<file path="src/common/pgsm_consts.svh">
`ifndef PGSM_CONSTS_SVH
`define PGSM_CONSTS_SVH

// Register addresses in the management register space
`define PGSM_CTRL_ADDR      8'h03
`define PGSM_STAT_ADDR      8'h04

// Control register fields and reset value
`define PGSM_CTRL_RST       8'h0f
`define PGSM_CTRL_PWR_MSB   3
`define PGSM_CTRL_PWR_LSB   0
`define PGSM_CTRL_MON_BIT   6
`define PGSM_CTRL_SWP_BIT   7

// Status register reset value and filler for unmapped reads
`define PGSM_STAT_RST       8'h00
`define PGSM_RD_NONE        8'h00
`define PGSM_STAT_PAD       4'h0

// Lane counts and route field width
`define PGSM_LANES          4
`define PGSM_SEL_W          2
`define PGSM_LANE_ALL       4'hf
`define PGSM_LANE_NONE      4'h0

`endif

</file>
<file path="src/common/pgsm_pkg.sv">
package pgsm_pkg;

    // One bit per lane
    typedef logic [3:0] pgsm_lane_t;

    // Four two-bit input selections, output 0 in the low bits
    typedef logic [7:0] pgsm_route_t;

    // One register byte
    typedef logic [7:0] pgsm_byte_t;

endpackage : pgsm_pkg

</file>
<file path="src/common/pgsm_pwr_if.sv">
`timescale 1ns/1ps

interface pgsm_pwr_if;
    logic                 power_up;
    pgsm_pkg::pgsm_lane_t egress_power_bits;
    logic                 input_monitor_enable;
    pgsm_pkg::pgsm_route_t route_sel;
    pgsm_pkg::pgsm_lane_t egress_en;
    pgsm_pkg::pgsm_lane_t ingress_en;

    modport ctrl
    (
        output power_up,
        output egress_power_bits,
        output input_monitor_enable,
        output route_sel,
        input  egress_en,
        input  ingress_en
    );

    modport gate
    (
        input  power_up,
        input  egress_power_bits,
        input  input_monitor_enable,
        input  route_sel,
        output egress_en,
        output ingress_en
    );
endinterface : pgsm_pwr_if

</file>
<file path="src/pgsm_gate.sv">
`timescale 1ns/1ps
`include "pgsm_consts.svh"

module pgsm_gate
(
    pgsm_pwr_if.gate pwr
);
    // True when some powered output currently selects this input
    function automatic logic pgsm_input_used(pgsm_pkg::pgsm_route_t route,
                                             pgsm_pkg::pgsm_lane_t  out_on,
                                             logic [1:0]            lane);
        logic hit;
        hit = 1'b0;
        for (int o = 0; o < `PGSM_LANES; o++)
        begin
            if (out_on[o] && (route[o*`PGSM_SEL_W +: `PGSM_SEL_W] == lane))
            begin
                hit = 1'b1;
            end
        end
        return hit;
    endfunction : pgsm_input_used

    pgsm_pkg::pgsm_lane_t out_on;

    // Every output carries some input, so in power-up all are needed
    // The per-output power bit then decides power-down kills all
    assign out_on = pwr.power_up ? pwr.egress_power_bits : `PGSM_LANE_NONE;
    assign pwr.egress_en = out_on;

    // Inputs run if routed to a live output, or always under monitoring
    always_comb
    begin
        for (int i = 0; i < `PGSM_LANES; i++)
        begin
            pwr.ingress_en[i] = pgsm_input_used(pwr.route_sel, out_on, 2'(i))
                                || pwr.input_monitor_enable;
        end
    end
endmodule : pgsm_gate

</file>
<file path="src/pgsm_regs.sv">
`timescale 1ns/1ps
`include "pgsm_consts.svh"

// Overview of operation
// - Host reads and writes a control register through the management port.
// - Four output power bits reset to ones; a zero powers that output down.
// - Control bit 6, input monitoring, resets to 0; one turns all input detectors on.
// - While monitoring is on, idle gating never switches off an input or its detector.
// - Control bit 7, software power, resets to 0; zero requests power-down.
// - Power-up when the power-down pin is high or software power is one.
// - Power-down shuts everything except register access; inputs and detectors stay on only while monitoring.
// - Monitoring still powers all inputs and detectors during power-down.
// - In power-up with monitoring off, idle gating switches off every input and output not routed.
// - An output runs only if needed by the route and its power bit is one.
// - An input runs if the route needs it or monitoring is on.
// - Status bits 0-3 read one for a valid signal, zero for open input; read-only.
// - Status bits 7-4 are read-only reserved; host must ignore them.
// - Control register lives at register address 3, read and write.
// - Status register lives at register address 4, read only.
module pgsm_regs
(
    input  wire logic                  core_clk,
    input  wire logic                  rst_n,
    input  wire logic                  hard_power_down_pin_n,
    input  wire pgsm_pkg::pgsm_lane_t  ingress_signal_present,
    input  wire pgsm_pkg::pgsm_route_t route_sel,
    input  wire pgsm_pkg::pgsm_byte_t  reg_addr,
    input  wire logic                  reg_wr,
    input  wire pgsm_pkg::pgsm_byte_t  reg_wdata,
    input  wire logic                  reg_rd,
    output pgsm_pkg::pgsm_byte_t       reg_rdata,
    output logic                       reg_rvalid,
    output logic                       core_power_up,
    output pgsm_pkg::pgsm_lane_t       egress_en,
    output pgsm_pkg::pgsm_lane_t       ingress_en,
    output pgsm_pkg::pgsm_lane_t       detector_en
);
    logic                 rst_meta_q;
    logic                 rst_core_n;
    logic                 pin_n_s;
    pgsm_pkg::pgsm_lane_t present_s;
    pgsm_pkg::pgsm_byte_t ctrl_q;
    pgsm_pkg::pgsm_byte_t ctrl_d;
    pgsm_pkg::pgsm_byte_t rdata_q;
    pgsm_pkg::pgsm_byte_t rdata_d;
    logic                 rvalid_q;
    logic                 rvalid_d;
    logic                 pwr_up_q;
    logic                 pwr_up_d;
    pgsm_pkg::pgsm_lane_t egr_q;
    pgsm_pkg::pgsm_lane_t egr_d;
    pgsm_pkg::pgsm_lane_t ing_q;
    pgsm_pkg::pgsm_lane_t ing_d;
    pgsm_pkg::pgsm_byte_t stat_now;
    logic                 mon_en;

    pgsm_pwr_if pwr ();

    // One address compare for the write path and the checks, so both decode alike
    function automatic logic pgsm_addr_is(pgsm_pkg::pgsm_byte_t addr,
                                          pgsm_pkg::pgsm_byte_t target);
        logic hit;
        hit = (addr == target);
        return hit;
    endfunction : pgsm_addr_is

    // Reset asserts at once and is released through two flops
    always_ff @(posedge core_clk or negedge rst_n)
    begin
        if (!rst_n)
        begin
            rst_meta_q <= 1'b0;
            rst_core_n <= 1'b0;
        end
        else
        begin
            rst_meta_q <= 1'b1;
            rst_core_n <= rst_meta_q;
        end
    end

    // Pin and detector levels arrive from outside the clock domain
    pgsm_sync #(.W(1)) u_pin_sync
    (
        .core_clk   (core_clk),
        .rst_core_n (rst_core_n),
        .async_in   (hard_power_down_pin_n),
        .sync_out   (pin_n_s)
    );

    pgsm_sync #(.W(`PGSM_LANES)) u_present_sync
    (
        .core_clk   (core_clk),
        .rst_core_n (rst_core_n),
        .async_in   (ingress_signal_present),
        .sync_out   (present_s)
    );

    assign mon_en = ctrl_q[`PGSM_CTRL_MON_BIT];

    // Power decision feeds the gating block
    assign pwr.power_up             = pin_n_s | ctrl_q[`PGSM_CTRL_SWP_BIT];
    assign pwr.egress_power_bits    = ctrl_q[`PGSM_CTRL_PWR_MSB:`PGSM_CTRL_PWR_LSB];
    assign pwr.input_monitor_enable = mon_en;
    assign pwr.route_sel            = route_sel;

    pgsm_gate u_gate
    (
        .pwr (pwr.gate)
    );

    // Detectors off read as no signal; they only run with their input
    assign stat_now = {`PGSM_STAT_PAD, present_s & ing_q};

    // Register port: writes to address 3 store all eight bits
    always_comb
    begin
        ctrl_d = ctrl_q;
        if (reg_wr && pgsm_addr_is(reg_addr, `PGSM_CTRL_ADDR))
        begin
            ctrl_d = reg_wdata;
        end
    end

    // Read answer one cycle after the strobe; status ignores writes
    always_comb
    begin
        rvalid_d = reg_rd;
        rdata_d  = rdata_q;
        if (reg_rd)
        begin
            case (reg_addr)
                `PGSM_CTRL_ADDR: rdata_d = ctrl_q;
                `PGSM_STAT_ADDR: rdata_d = stat_now;
                default:         rdata_d = `PGSM_RD_NONE;
            endcase
        end
    end

    // Enables are registered so every output leaves a flop
    // The cost is one cycle of lag between a control write and the lanes
    always_comb
    begin
        pwr_up_d = pwr.power_up;
        egr_d    = pwr.egress_en;
        ing_d    = pwr.ingress_en;
    end

    always_ff @(posedge core_clk or negedge rst_core_n)
    begin
        if (!rst_core_n)
        begin
            ctrl_q   <= `PGSM_CTRL_RST;
            rdata_q  <= `PGSM_RD_NONE;
            rvalid_q <= 1'b0;
            pwr_up_q <= 1'b0;
            egr_q    <= `PGSM_LANE_NONE;
            ing_q    <= `PGSM_LANE_NONE;
        end
        else
        begin
            ctrl_q   <= ctrl_d;
            rdata_q  <= rdata_d;
            rvalid_q <= rvalid_d;
            pwr_up_q <= pwr_up_d;
            egr_q    <= egr_d;
            ing_q    <= ing_d;
        end
    end

    // Detectors follow their inputs, so they stay alive while monitoring
    assign reg_rdata     = rdata_q;
    assign reg_rvalid    = rvalid_q;
    assign core_power_up = pwr_up_q;
    assign egress_en     = egr_q;
    assign ingress_en    = ing_q;
    assign detector_en   = ing_q;
endmodule : pgsm_regs

</file>
<file path="src/pgsm_sync.sv">
`timescale 1ns/1ps

module pgsm_sync
#(
    parameter int W = 1
)
(
    input  wire logic         core_clk,
    input  wire logic         rst_core_n,
    input  wire logic [W-1:0] async_in,
    output logic      [W-1:0] sync_out
);
    logic [W-1:0] meta_q;
    logic [W-1:0] stable_q;

    // Two-stage synchroniser; first stage feeds only the second
    always_ff @(posedge core_clk or negedge rst_core_n)
    begin
        if (!rst_core_n)
        begin
            meta_q   <= '0;
            stable_q <= '0;
        end
        else
        begin
            meta_q   <= async_in;
            stable_q <= meta_q;
        end
    end

    assign sync_out = stable_q;
endmodule : pgsm_sync

</file>
<file path="config.mk">
export PLATFORM = sky130hd
export DESIGN_NAME = pgsm_regs
export DESIGN_NICKNAME = d
export VERILOG_FILES = /design/src/common/pgsm_pkg.sv /design/src/common/pgsm_pwr_if.sv /design/src/pgsm_gate.sv /design/src/pgsm_regs.sv /design/src/pgsm_sync.sv
export VERILOG_INCLUDE_DIRS = /design/src /design/src/common
export SDC_FILE = /design/constraint.sdc
export NUM_CORES = 1
export LEC_CHECK = 0
export BUFFER_PORTS_ARGS = -buffer_cell sky130_fd_sc_hd__clkbuf_2
export CORE_ASPECT_RATIO = 0.6
export CORE_UTILIZATION = 51
export DETAILED_ROUTE_END_ITERATION = 16
export GPL_ROUTABILITY_DRIVEN = 0
export PLACE_DENSITY_LB_ADDON = 0.25
export SETUP_SLACK_MARGIN = 0.3
export SYNTH_ARGS = -nofsm -noshare
export SYNTH_HDL_FRONTEND = slang
export SYNTH_SLANG_ARGS = --single-unit
</file>
<file path="constraint.sdc">
create_clock -name core_clk -period 3.6 [get_ports core_clk]
set_clock_uncertainty 0.1 [all_clocks]
set_input_delay 0.72 -clock core_clk [delete_from_list [all_inputs] [get_ports core_clk]]
set_output_delay 0.72 -clock core_clk [all_outputs]
set_load 0.03 [all_outputs]
</file>
==> impl_metrics.csv <==
group,metric,value,unit
synth,synth_nets,149,
synth,synthMuxAreaShare,0.06005,
outcome,outcome,"completed",
grt,grt_pass1_wl,5.016,mm
grt,grt_pass1_vias,1078,
synth,synthTopCellsByArea,"dfrtp_1 (57%), dfstp_2 (7.0%), mux2_2 (6.0%)",
synth,synth_top_family_by_area,"simple AND/OR/NAND/NOR gates",
grt,grt_max_degree,37,
clocking,cts_setup_buffers,0,
critical_path,cp.arrival,1.81,ns
synth,yosysMostFrequentCell,"dfrtp_1",
pwr,p_seq_frac,0.508,
sta,fin_setup_tns,0,ns
placed_design,pre_cts_slack,1.540,ns
synth,syn_inst,116,
grt,grt_usage,0.2265,
die,die_h,44.01,microns
critical_path,crit_type,"input pin to register",
die,num_rows,14,
synth,synth-main-ff-cell,"dfrtp_1",
critical_path,critPathRequiredTime,3.68,ns
synth,synth-xor-area-share,0,
clocking,cts_sinks,38,
placed_design,numPortBuffers,54,
finish,fill_cells,197,
placed_design,dp.cells,205,
critical_path,slowest_delay,0.36,ns
clocking,h-tree-depth,2,
synth,synth_top_area_frac,0.5671,
pwr,peakVddDrop,276.4,uV
sta,fmax,576.1,MHz
sta,final-hold-violation-count,0,
finish,stdcell_count,213,
synth,yosysSeqAreaShare,0.6372,
clocking,hold_buffers,0,
pwr,switchingPower,0.0002009,W
clocking,cts_tree,"yes",
synth,synth_compound_area_frac,0.1118,
clocking,cts_root_buffer,"clkbuf_8",
synth,synthAdderAreaFrac,0,
die,die-area,3170,sq um
pwr,pwr-share-clk,0.401,
drt,firstDrtPassIters,4,
synth,ys_warn_count,0,
pwr,p_int,0.0007014,W
clocking,worstSkewPairLatency,0.29,ns
pwr,p_sw_frac,0.2226,
finish,diodes,0,
min_path,hold_class,"input pin to asynchronous set/reset pin",
drt,viasPerCell,5.545,
pwr,leakage,0.9582,nW
drt,dr_total_vias,1181,
sta,whs,0.1033,ns
clocking,cts_resized,0,
die,num_io_pins,55,
sta,timing.final.crit_period,1.736,ns
die,start_util,0.5672,
grt,antenna_found_initial,0,
pwr,p_total,0.0009023,W
synth,synth-edff-count,0,
grt,gr-total-overflow,0,
critical_path,worst-path-buf-inv,1,
synth,syn_area,1500,sq um
critical_path,path_max_fanout,8,
finish,area_growth,26.61,%
clocking,clk_pin_slew,0.07,ns
synth,synthArstFlopShare,1.000,
synth,avgSynthCellArea,12.93,sq um
clocking,cts-buffers-inserted,5,
synth,ys_seq_elements,38,
pwr,p_comb_frac,0.091,
sta,rsz0062_at_grt,"no",
drt,route.antenna.remaining_nets,0,
critical_path,crit_cells,4,
die,core,2645,sq um
clocking,clockBufferDepth,2,
sta,setup_viol_count_final,0,
synth,ys_types,32,
drt,drt_iter0_markers,125,
placed_design,dp_hpwl,2.445,mm
critical_path,cp-start-kind,"input pin",
synth,synth-simple-area-share,0.1259,
critical_path,reg2reg_depth,3,
finish,fin_nets,205,
drt,detail_route.wl_per_cell,14.85,microns
drt,wl,3.162,mm
pwr,p_per_area,475.0,nW/um^2
critical_path,cp_slowest_cell,"mux2_2",
run,cap_violations,0,
finish,drive_above_1_share,0.4509,
critical_path,crit_path_cell_trace,"clkbuf_2, nor4_4, nand4b_2, mux2_2",
drt,route.detailed.drc,0,
die,fp.dieW,72.02,microns
sta,fin_crit_sh,0.4822,
synth,synthTopCellsByCount,"dfrtp_1 (34), inv_1 (13), mux2_2 (8), o22ai_1 (8)",
critical_path,cp_top_family,"simple AND/OR/NAND/NOR gates",
critical_path,crit_path_end_kind,"register",
sta,final_max_slew_viol_count,0,
sta,layout_setup_ws,1.864,ns
synth,synth_top_area_cell,"dfrtp_1",
[metal layers]
layer,GRT usage,wire (microns)
met1,0.3076,1387
met3,0.06834,231
met5,0,0
met2,0.3377,1476
met4,0.1176,65
[power groups by stage]
stage	combinational [W]	clock [W]	sequential [W]
floorplan	0.0000320	0	0.000478
finish	0.0000818	0.000362	0.000459
global route	0.0000891	0.000388	0.000460
detailed placement	0.0000819	0	0.000466
global placement	0.0000797	0	0.000465
CTS	0.0000821	0.000369	0.000458
[registers in the layout, summed over array words and instances, names as in the netlist]
| name | count |
|---|---|
| u_pin_sync.meta_q | 1 |
| u_pin_sync.sync_out | 1 |
| reg_rvalid | 1 |
| reg_rdata | 8 |
| core_power_up | 1 |
| egress_en | 4 |
| ctrl_q | 8 |
| rst_meta_q | 1 |
| u_present_sync.meta_q | 4 |
| u_present_sync.sync_out | 4 |
| detector_en | 4 |
| rst_core_n | 1 |
[cells by family after synthesis]
family,Yosys count
AOI/OAI and AO/OA,23
buffers and inverters,19
DFF,38
muxes,8
other,1
and+or+nand+nor,27
[final timing paths]
check	endpoint	from	slack, ns
max	ctrl_q[7]	reg_addr[5]	1.86
min	rst_meta_q	rst_n	0.10
max reg2reg	detector_en[0]	ctrl_q[7]	1.89
min in group core_clk	rst_core_n	rst_meta_q	0.25
max in group asynchronous	ctrl_q[1]	rst_core_n	2.90
min reg2reg	egress_en[2]	rst_core_n	0.17
[stage by stage]
step           utilization  cell area, sq um
2_1_floorplan            -              1500
3_3_place_gp        0.6741              1783
3_5_place_dp        0.6741              1783
4_1_cts             0.7181              1899
5_1_grt             0.7181              1899
6_report            0.7181              1899
[cell usage in the layout (no fill, tap or decap)]
cell	instances
bufinv_16	1
o32ai_1	2
o22ai_1	8
nand4b_2	1
nor3b_1	3
o211ai_1	2
inv_1	13
clkbuf_1	1
conb_1	1
nand4_1	3
nand3b_1	3
nor4_1	1
and4b_1	1
o21a_1	1
buf_4	1
dfrtp_1	34
a31oi_1	3
o21a_4	1
nor4_4	1
nand3_1	4
or4_1	1
and3b_1	1
nor3_1	1
clkbuf_8	6
mux2_2	8
o31ai_1	1
nand2_1	4
or3_1	1
o21ai_0	2
or2_2	1
a32oi_1	3
nor2_1	1
dfstp_2	4
clkbuf_2	54
[cell type report]
class	instances	area, sq um	share of cell area
clock buffers	7	86.33	0.04545
clock inverters	1	30.03	0.01581
inverters	13	48.80	0.02569
multi-input cells	59	450.4	0.2372
flip-flops and latches	38	955.9	0.5033
well taps	40	50.05	0.02635
repair buffers	55	277.8	0.1462
No activity file was read; power rests on OpenSTA's default activity.
